--- config.mk ---
export PLATFORM = sky130hd
export DESIGN_NAME = reset_control_regs
export DESIGN_NICKNAME = d
export VERILOG_FILES = /design/src/inc/rst_ctl_pkg.sv /design/src/verilog/reset_control_regs.sv
export SDC_FILE = /design/constraint.sdc
export NUM_CORES = 1
export LEC_CHECK = 0
export ABC_AREA = 0
export ABC_CLOCK_PERIOD_IN_PS = 2500
export BUFFER_PORTS_ARGS = -buffer_cell sky130_fd_sc_hd__buf_2
export CELL_PAD_IN_SITES_DETAIL_PLACEMENT = 1
export CELL_PAD_IN_SITES_GLOBAL_PLACEMENT = 2
export CORE_MARGIN = 2
export CORE_UTILIZATION = 24
export DETAILED_ROUTE_END_ITERATION = 7
export PLACE_DENSITY_LB_ADDON = 0.08
export SETUP_SLACK_MARGIN = 0.4
export SYNTH_ARGS = -nofsm -noshare
export SYNTH_HDL_FRONTEND = slang
export SYNTH_SLANG_ARGS = --single-unit
export TNS_END_PERCENT = 50
--- constraint.sdc ---
create_clock -name mclk -period 2.5 [get_ports mclk]
set_input_delay 0.5 -clock mclk [delete_from_list [all_inputs] [get_ports mclk]]
set_output_delay 0.5 -clock mclk [all_outputs]
set_load 0.05 [all_outputs]
--- src/inc/rst_ctl_pkg.sv ---
// constants and carrier types for the software reset and general configuration registers
// assumes an upstream serial control slave that turns bus transfers into single-cycle register strobes
package rst_ctl_pkg;
  // register offsets
  localparam logic [7:0] ofs_software_reset_control = 8'h01;
  localparam logic [7:0] ofs_general_configuration  = 8'h03;
  // reset control field positions
  localparam int pos_media_input_reset  = 4;
  localparam int pos_full_digital_reset = 1;
  localparam int pos_logic_only_reset   = 0;
  localparam logic [7:0] rst_ctl_mask   = 8'h13; // implemented bits 4,1,0
  localparam logic [7:0] rst_ctl_reset  = 8'h00;
  // general configuration fields
  localparam int pos_crc_check_enable   = 7;
  localparam logic [7:0] gen_cfg_reset  = 8'hd2;
  localparam logic [7:0] gen_cfg_wmask  = 8'hba; // writable bits 7,5,4,3,1
  localparam logic [7:0] gen_cfg_fixed  = 8'h40; // bit 6 holds its default
  // register access strobe from the serial control slave
  typedef struct packed {
    logic       wr;
    logic       rd;
    logic [7:0] addr;
    logic [7:0] wdata;
  } reg_req_s;
  // reset pulses handed to the rest of the digital core
  typedef struct packed {
    logic media_input;
    logic full_digital;
    logic logic_only;
    logic strap_reload;
    logic default_restore;
  } reset_pulse_s;
endpackage

--- src/verilog/reset_control_regs.sv ---
// software reset control and general configuration registers
// assumes reg_req strobes are on mclk and last one cycle; io_3v3_mode comes from a pin
// reset control writes are ignored for two edges after srst while the mode synchroniser refills
`timescale 1ns/1ps

module reset_control_regs (
  input  wire logic                      mclk,
  input  wire logic                      srst,
  input  wire logic                      io_3v3_mode,
  input  wire rst_ctl_pkg::reg_req_s     reg_req,
  output logic [7:0]                     reg_rdata,
  output rst_ctl_pkg::reset_pulse_s      reset_pulse,
  output logic                           crc_check_enable,
  output logic [7:0]                     gen_config
);
  import rst_ctl_pkg::*;

  // synchroniser stages for the io voltage mode pin
  logic       v33_meta;
  logic       v33_sync;
  // register state
  logic [7:0] rst_ctl;
  logic [7:0] gen_cfg;
  // next values of the register state and the read data
  logic [7:0] next_rst_ctl;
  logic [7:0] next_gen_cfg;
  logic [7:0] next_rdata;
  // address hits and qualified write strobes
  wire        hit_rst;
  wire        hit_cfg;
  wire        wr_rst;
  wire        wr_cfg;
  // write data with unimplemented and fixed bits already applied
  wire  [7:0] rst_written;
  wire  [7:0] cfg_written;
  // a standing full digital reset pulse, which reloads general configuration
  wire        restore_cfg;

  // read decode for both registers, unmapped offsets read zero
  function automatic logic [7:0] read_mux(input logic [7:0] a, input logic [7:0] r, input logic [7:0] g);
    read_mux = (a == ofs_software_reset_control) ? (r & rst_ctl_mask) :
               (a == ofs_general_configuration)  ? g : 8'h00;
  endfunction

  // two-stage synchroniser for the io voltage mode pin
  // both stages clear under srst, so reset control writes stay ignored for two edges after release
  always_ff @(posedge mclk) begin
    v33_meta <= srst ? 1'b0 : io_3v3_mode;
    v33_sync <= srst ? 1'b0 : v33_meta;
  end

  // address hits shared by the write decode
  assign hit_rst = (reg_req.addr == ofs_software_reset_control);
  assign hit_cfg = (reg_req.addr == ofs_general_configuration);

  // write decode; reset writes gated by the voltage mode, other io modes are not supported
  assign wr_rst = reg_req.wr && hit_rst && v33_sync;
  assign wr_cfg = reg_req.wr && hit_cfg;

  // only the implemented reset bits are kept; they live one cycle then clear themselves
  assign rst_written  = reg_req.wdata & rst_ctl_mask;
  assign next_rst_ctl = wr_rst ? rst_written : rst_ctl_reset;

  // general configuration: writable bits from the bus, bit 6 pinned high, bits 2 and 0 read zero
  assign cfg_written  = (reg_req.wdata & gen_cfg_wmask) | gen_cfg_fixed;
  // the full reset pulse outranks a write in the same cycle, so the default always lands
  assign restore_cfg  = rst_ctl[pos_full_digital_reset];
  assign next_gen_cfg = restore_cfg ? gen_cfg_reset : (wr_cfg ? cfg_written : gen_cfg);

  // read data is registered; idle cycles and unmapped offsets give zero
  assign next_rdata   = reg_req.rd ? read_mux(reg_req.addr, rst_ctl, gen_cfg) : 8'h00;

  // register state
  always_ff @(posedge mclk) begin
    if (srst) begin
      rst_ctl   <= rst_ctl_reset;
      gen_cfg   <= gen_cfg_reset;
      reg_rdata <= 8'h00;
    end else begin
      rst_ctl   <= next_rst_ctl;
      gen_cfg   <= next_gen_cfg;
      reg_rdata <= next_rdata;
    end
  end

  // reset pulses to the digital core
  assign reset_pulse.media_input     = rst_ctl[pos_media_input_reset];
  assign reset_pulse.full_digital    = rst_ctl[pos_full_digital_reset];
  assign reset_pulse.logic_only      = rst_ctl[pos_logic_only_reset];
  assign reset_pulse.strap_reload    = rst_ctl[pos_logic_only_reset];
  assign reset_pulse.default_restore = rst_ctl[pos_logic_only_reset];
  assign crc_check_enable            = gen_cfg[pos_crc_check_enable];
  assign gen_config                  = gen_cfg;
endmodule
## Word level (Yosys, flattened, before mapping)

Index checks and enable logic that the tools add are counted.

- Muxes and demuxes: 2
- Equal/unequal tests: 2
- Bitwise logic cells: 3
- Reduce and logical (&&, ||, !) cells: 7

Operators with widths:

| kind | count |
|---|---|
| $mux W5 | 2 |
| $eq A8 B1 Y1 const B | 1 |
| $eq A8 B2 Y1 const B | 1 |
| $reduce_or A2 Y1 | 3 |
| $reduce_or A4 Y1 | 1 |
| $logic_and A1 B1 Y1 | 3 |
| $not A1 Y1 | 3 |

- Input bits: 21
- Word-level logic and storage cells: 20
- Flip-flop bits (word level): 17

## Logic depth before layout (Yosys ltp)

Gate-level depths: netlist (run 1).

- Depth in word-level cells: 5
- Mapped depth: 4
- Depth with buffers taken out: 3

## Worst setup path before layout (run 1)

Ideal clock, no wire load.

- Kind: input to register
- Start: input reg_req[10] in the netlist's numbering
- End: register reg_rdata[7]
- Data required time: 2.438 ns
- Arrival: 1.556 ns
- Path buffers: 1
- Cell stages on the path: 4
- Path slack: 0.883 ns
- Cell sequence: or4b_1 > buf_2 > nor4b_4 > and3_1

- Word-level cells in the longest chain between the ends: 3
- Elaborated cells between the ends (all ways): 4
- Classes of those cells: eq/ne: 2; bitwise: 1; reduce/logical: 1

Ends and longest elaborated chain:

| item | line | RTL |
|---|---|---|
| from (decl) | reset_control_regs.sv:10 | `input wire rst_ctl_pkg::reg_req_s reg_req,` |
| $eq A8 B2 Y1 | reset_control_regs.sv:42 | `(a == ofs_general_configuration) ? g : 8'h00;` |
| $not A1 Y1 (no source line) | -- |  |
| $reduce_or A4 Y1 (no source line) (*) | -- |  |
| to (signal assigned) | reset_control_regs.sv:82 | `reg_rdata <= next_rdata;` |
| to (decl) | reset_control_regs.sv:11 | `output logic [7:0] reg_rdata,` |

Every way passes the cells marked *; elsewhere a longest branch is shown, timed or not.
A chain may end at the register's enable or synchronous reset.

## Worst setup path in the final report (run 1)

- Start: input reg_req[10] in the netlist's numbering
- End: register reg_rdata[5]

Same word-level chain as after synthesis.

==> reports/summary.txt, run 1 <==
Clk slew on worst S/H paths -> 0.10 ns
Final-report setup violation count -> 0
Synth Area in Adders -> 0
Die H -> 58.0 µm
Synthesized instance count -> 72
Fin crit period -> 1.58 ns
Beginning of the worst hold path -> reg_req[0]
WHS Path Cells -> 3
DRT iter0 DRCs -> 13
Global-route wire length before repair -> 2.81 mm
Antenna violations before repair -> 0
Syn_area_per_cell -> 9.73 µm²
Nets -> 128
Longest Clk Path Bufs -> 2
Area Overhead vs Synth -> 29.1%
Status -> finished clean
Grt total ovfl -> 0
# fillers -> 354
Worst reg-to-reg path cell count -> 3
Hpwl dp -> 1.33 mm
Worst setup path class -> input pin to flop
Synth Area in Compound Gates -> 0.0911
Final core occ -> 0.328
Post-synth EDFFs -> 0
Yosys warns -> 0
Simple-gate portion of the synthesized area -> 0.275
Critical path peak fanout -> 6
Setup crit end kind -> flop
Count of buffers from port buffering -> 36
Peak supply drop -> 0.367 mV
Setup TNS -> 0 ns
Die W -> 58.0 µm
Synth area leader -> dfxtp_1
CTS Sinks -> 17
Hold_buf cts -> 0
Largest family of logic cells by synthesized area -> simple AND/OR/NAND/NOR gates
Asr flop ratio synth -> 0
Hold endpoint -> rst_ctl[0]$_SDFF_PP0_
Layout cells sized above 1 -> 0.415
Mux share of post-synthesis cell area -> 0.0286
Postcts setup bufs -> 0
Power Dens Cells -> 523 mW/mm²
DRC -> 0
Most used DFF post-synth -> dfxtp_1
Worst R2R Start -> v33_sync$_SDFF_PP0_
RSZ-0062 raised after global routing -> no
CP required -> 2.74 ns
Largest cells by area after synthesis -> dfxtp_1 49%, buf_4 7.5%, nor4b_4 3.4%
Placed Cells -> 133
Critical path arrival -> 1.82 ns
Max Cap Viol -> 0
Total track usage -> 0.113
CTS tree -> built
Clk_lat worst skew -> 0.29 ns
CTS H-tree depth -> 1
Final wirelength -> 1.72 mm
Leakage Power -> 0.441 nW
Multi-input gate area -> 292 µm²
Post-detailed-route wirelength per cell -> 12.5 µm
Synthesized area -> 701 µm²
R2r setup slk -> 1.58 ns
Slew Viols, Final -> 0
Register area -> 340 µm²
Post-synthesis xor/xnor area fraction -> 0
Top-area cell type share of the netlist area -> 0.486
Routability congestion estimate -> 0.684
R2R Path End -> rst_ctl[1]$_SDFF_PP0_
Largest net degree at the start of global routing -> 11
Fin crit share -> 0.632
Worst clock skew -> 0.00306 ns
Drt pass-1 iters -> 4
CTS-repair resized insts -> 0
CTS Buf Count -> 3
Die ar. -> 0.00337 mm²
# diodes -> 0
Sequential share of the synthesized area -> 0.486
Core area -> 0.00276 mm²
Hold WS -> 0.411 ns
Final cell count without fillers -> 137
Starting Density -> 0.254
Vias in the first global route -> 602
Site Rows -> 19
Crit start category -> input pin
Vias per Instance -> 4.60
Vias -> 630
Final hold violation count -> 0
Remaining antenna violation count -> 0
Hold/Removal Path Class -> input pin to flop
#FFs+latches synth -> 17
# IOs -> 43
Synth unique cells -> 27
Max frequency -> 633 MHz
CTS Root Cell -> clkbuf_4
[metal layers]
layer  up-vias  wire length, µm  GRT usage
li1        312                -          -
met1       286              755      0.139
met2        30              804      0.182
met3         2              143     0.0424
met4         0               15     0.0399
met5         -                0          0
[metrics by stage]
step	area (µm²)	setup WS [ns]	power (mW)
detailed placement	877	0.617	0.332
global route	905	0.854	0.501
floorplan	708	0.883	0.313
finish	905	0.921	0.473
global placement	877	0.622	0.331
CTS	905	0.941	0.486
[worst max-delay path by stage]
stage	endpoint	from	cells past startpoint
2_1_floorplan	reg_rdata[7]$_SDFF_PP0_	reg_req[10]	4
3_3_place_gp	reg_rdata[3]$_SDFF_PP0_	reg_req[10]	4
3_5_place_dp	reg_rdata[5]$_SDFF_PP0_	reg_req[10]	4
4_1_cts	reg_rdata[7]$_SDFF_PP0_	reg_req[10]	4
5_1_grt	reg_rdata[3]$_SDFF_PP0_	reg_req[10]	4
6_report	reg_rdata[5]$_SDFF_PP0_	reg_req[10]	4
[worst max-delay path: stages]
cell and delay [ns]:
buf_2 0.11, or4b_1 0.69, nor4b_4 0.34, and3_1 0.19
[sequential cells by signal, summed over array words and instances (netlist names)]
name        flops
v33_meta        1
reg_rdata       7
gen_config      5
rst_ctl         3
v33_sync        1
[power by group]
| part | leakage (nW) | switching (mW) | internal (mW) | total [mW] |
|---|---|---|---|---|
| Clock | 0.0177 | 0.0886 | 0.0595 | 0.148 |
| Sequential | 0.137 | 0.000334 | 0.272 | 0.273 |
| Combinational | 0.286 | 0.0345 | 0.0182 | 0.0527 |
[cells in the mapped netlist, types with 2 or more instances]
| cell type | n |
|---|---|
| buf_4 | 7 |
| a31oi_1 | 3 |
| and3_1 | 3 |
| o21ai_0 | 3 |
| inv_1 | 3 |
| conb_1 | 2 |
| and2_1 | 2 |
| o31ai_1 | 2 |
| a21boi_0 | 2 |
| nor2b_1 | 2 |
| dfxtp_1 | 17 |
| nand4_1 | 2 |
| clkbuf_1 | 2 |
| nor4_1 | 3 |
| nor2_1 | 6 |
| mux2i_1 | 2 |
[layout by cell type, fill, tap and decap left out, types with 3 or more instances in the layout]
| cell type | n |
|---|---|
| o21ai_0 | 3 |
| clkbuf_4 | 3 |
| and3_1 | 3 |
| inv_1 | 3 |
| nor4_1 | 3 |
| nor2_1 | 6 |
| conb_1 | 4 |
| a31oi_1 | 3 |
| buf_2 | 36 |
| dfxtp_1 | 17 |
[area by class of cell]
cell class,instances,area share
Tap cell,31,0.0429
Sequential cell,17,0.376
Multi-Input combinational cell,44,0.322
Clock inverter,1,0.00553
Clock buffer,3,0.0249
Inverter,3,0.0124
Timing Repair Buffer,38,0.216
[cells by family after synthesis]
family / count (synthesis)
and+or+nand+nor: 28
DFF: 17
buffers and inverters: 13
AOI/OAI and AO/OA: 10
muxes: 2
other: 2
No activity file was read; power rests on OpenSTA's default activity.
==> run 2: changes to the inputs <==
--- a/config.mk
+++ b/config.mk
@@ -6,12 +6,12 @@
 export NUM_CORES = 1
 export LEC_CHECK = 0
 export ABC_AREA = 0
-export ABC_CLOCK_PERIOD_IN_PS = 2500
+export ABC_CLOCK_PERIOD_IN_PS = 1300
 export BUFFER_PORTS_ARGS = -buffer_cell sky130_fd_sc_hd__buf_2
 export CELL_PAD_IN_SITES_DETAIL_PLACEMENT = 1
 export CELL_PAD_IN_SITES_GLOBAL_PLACEMENT = 2
 export CORE_MARGIN = 2
-export CORE_UTILIZATION = 24
+export CORE_UTILIZATION = 20
 export DETAILED_ROUTE_END_ITERATION = 7
 export PLACE_DENSITY_LB_ADDON = 0.08
 export SETUP_SLACK_MARGIN = 0.4
==> constraint.sdc (replaced) <==
create_clock -name mclk -period 1.3 [get_ports mclk]
set_input_delay 0.26 -clock mclk [delete_from_list [all_inputs] [get_ports mclk]]
set_output_delay 0.26 -clock mclk [all_outputs]
set_load 0.05 [all_outputs]
==> run 2 against run 1 <==
Net effect:
- clock skew decreased by 0.0012 ns
- non-clock buffer count increased by 10
- largest cell class is now non-clock buffers
- die area increased by 19%
- critical path type unchanged
==> reports/summary.txt, run 2 (synthesis gave the netlist of run 1 again) <==
Hold/Removal Path Class -> input pin to flop
CTS tree -> built
Register area -> 360 µm² (+5.9%)
Vias in the first global route -> 659 (+9.5%)
Multi-input gate area -> 300 µm² (+3.0%)
Power Dens Cells -> 779 mW/mm² (+49%)
Most common cell after layout, fill and taps aside -> buf_2
Largest Register -> reg_rdata
Worst clock skew -> 0.00186 ns (-0.00120 ns)
Slew Viols, Final -> 0 (unchanged)
Clk_lat worst skew -> 0.30 ns (about the same)
Hpwl dp -> 1.47 mm (+10%)
Layout cells sized above 1 -> 0.603 (+0.188)
Most frequent cells in the layout -> 16 x buf_2, 13 x dfxtp_2, 12 x buf_4, 11 x buf_8, 9 x buf_6
Finished Cell Area -> 0.00119 mm² (+32%)
Nets -> 138 (+7.8%)
# diodes -> 0 (unchanged)
Status -> finished clean
Count of buffers from port buffering -> 36 (unchanged)
Final WS setup -> 0.105 ns (-0.816 ns)
Fin crit share -> 0.919
Largest stage delay, worst path -> 0.59 ns (-0.10 ns)
Final hold violation count -> 0 (unchanged)
Clock share of power -> 0.315 (+0.002)
Worst reg-to-reg path cell count -> 3 (unchanged)
CTS Sinks -> 17 (unchanged)
Crit start category -> input pin
Longest Clk Path Bufs -> 2 (unchanged)
Die W -> 63.2 µm (+8.9%)
DRT iter0 DRCs -> 7 (-6)
Remaining antenna violation count -> 0 (unchanged)
Leakage Power -> 0.536 nW (+21%)
Vias -> 679 (+7.8%)
Dpl ws -> -0.238 ns (-0.855 ns)
Internal Pwr Total -> 682 µW (+95%)
Hold_buf cts -> 0 (unchanged)
WHS Path Cells -> 3 (unchanged)
Starting Density -> 0.208 (-0.0458)
Clk slew on worst S/H paths -> 0.10 ns (about the same)
Worst R2R Start -> rst_ctl[1]$_SDFF_PP0_
Final wirelength -> 1.98 mm (+15%)
WP buf/inv -> 1 (unchanged)
Post-Route M1 WL -> 842 µm (+12%)
Max Cap Viol -> 0 (unchanged)
Placed Cells -> 150 (+13%)
CP required -> 1.54 ns (-1.20 ns)
Post-Place Cell Area -> 915 µm² (+4.3%)
Setup crit end kind -> flop
Delay-heaviest family, CP -> simple AND/OR/NAND/NOR gates
Post-detailed-route wirelength per cell -> 12.2 µm (-2.7%)
Combinational share of power -> 0.124 (+0.013)
Critical path peak fanout -> 6 (unchanged)
Sw Ratio -> 0.267 (+0.00605)
Beginning of the worst hold path -> reg_req[0]
Area Overhead vs Synth -> 70.4%
DRC -> 0 (unchanged)
Global-route wire length before repair -> 3.13 mm (+11%)
Vias per Instance -> 4.19 (-8.9%)
Highest Signal Layer -> met4
DR WL met3 -> 114 µm (-20%)
R2r setup slk -> 0.28 ns (-1.30 ns)
Max frequency -> 837 MHz
Peak supply drop -> 0.460 mV (+25%)
Total track usage -> 0.104 (-0.00882)
Final-report setup violation count -> 0 (unchanged)
Die H -> 63.2 µm (+8.9%)
WL met2 -> 988 µm (+23%)
Routability congestion estimate -> 0.756 (+11%)
Site Rows -> 21 (+2)
Sw power -> 248 µW (+100%)
Register share of total power -> 0.561 (-0.015)
Core area -> 0.00336 mm² (+22%)
Fin crit period -> 1.19 ns
Die ar. -> 0.00399 mm² (+19%)
CTS Root Cell -> clkbuf_4
Max FFs per register -> 7 (unchanged)
RSZ-0062 raised after global routing -> yes
# fillers -> 408 (+15%)
Largest net degree at the start of global routing -> 11 (unchanged)
Worst setup path class -> input pin to flop
# IOs -> 43 (unchanged)
R2R Path End -> gen_config[5]$_SDFFE_PP0P_
Critical-path top delay cell -> or4b_4
Antenna violations before repair -> 0 (unchanged)
CTS Buf Count -> 3 (unchanged)
CTS H-tree depth -> 1 (unchanged)
Grt total ovfl -> 0 (unchanged)
Final cell count without fillers -> 162 (+18%)
Hold endpoint -> rst_ctl[0]$_SDFF_PP0_
CP Cell Sequence -> buf_6, or4b_4, nor4b_4, and3_1
Critical path arrival -> 1.44 ns (-0.38 ns)
Drt pass-1 iters -> 3 (-1)
==> run 2: tightest hold or removal path, cell delays in order <==
cell	delay, ns
buf_2	0.10
inv_1	0.04
nor2_1	0.03
==> run 2: stage by stage <==
stage,utilization,hold WS (ns),power [mW],TNS (ns)
floorplan,-,0.332,0.605,-0.307
global placement,0.272,0.422,0.643,-1.52
detailed placement,0.272,0.436,0.646,-1.69
CTS,0.332,0.142,0.952,0
global route,0.355,0.142,0.985,0
finish,0.355,0.159,0.930,0
==> run 2: repair_timing <==
item | in CTS | in global routing
buffers inserted | 7 | 1
pin swaps | 2 | 4
setup endpoints to repair | 33 | 33
resized for setup | 41 | 30
==> run 2: cell type report <==
| class | count | area share |
|---|---|---|
| Timing Repair Buffer | 48 | 0.366 |
| Sequential cell | 17 | 0.302 |
| Multi-Input combinational cell | 44 | 0.252 |
| Tap cell | 46 | 0.0482 |
| Clock buffer | 3 | 0.0189 |
| Inverter | 3 | 0.00943 |
| Clock inverter | 1 | 0.00419 |
==> run 2: per-layer routing <==
layer  vias to the layer above  global-route usage
met5                         -                   0
li1                        329                   -
met4                         0              0.0408
met2                        24               0.166
met1                       322               0.132
met3                         4              0.0321
==> run 2: how the worst max path moves through the flow <==
stage / slack [ns] / from / cells after the start / end
global route: 0.06 / reg_req[10] / 4 / reg_rdata[5]$_SDFF_PP0_
floorplan: -0.07 / reg_req[10] / 4 / reg_rdata[7]$_SDFF_PP0_
CTS: 0.11 / reg_req[10] / 4 / reg_rdata[7]$_SDFF_PP0_
global placement: -0.21 / reg_req[10] / 4 / reg_rdata[3]$_SDFF_PP0_
detailed placement: -0.24 / reg_req[10] / 4 / reg_rdata[5]$_SDFF_PP0_
finish: 0.11 / reg_req[10] / 4 / reg_rdata[3]$_SDFF_PP0_
==> run 2: power by group through the flow <==
stage                     clock network [mW]  registers [mW]  logic, mW
after floorplan                            0           0.537     0.0675
after CTS                              0.314           0.522      0.116
after global routing                   0.338           0.522      0.124
after global placement                     0           0.536      0.107
final                                  0.293           0.522      0.115
after detailed placement                   0           0.536      0.109
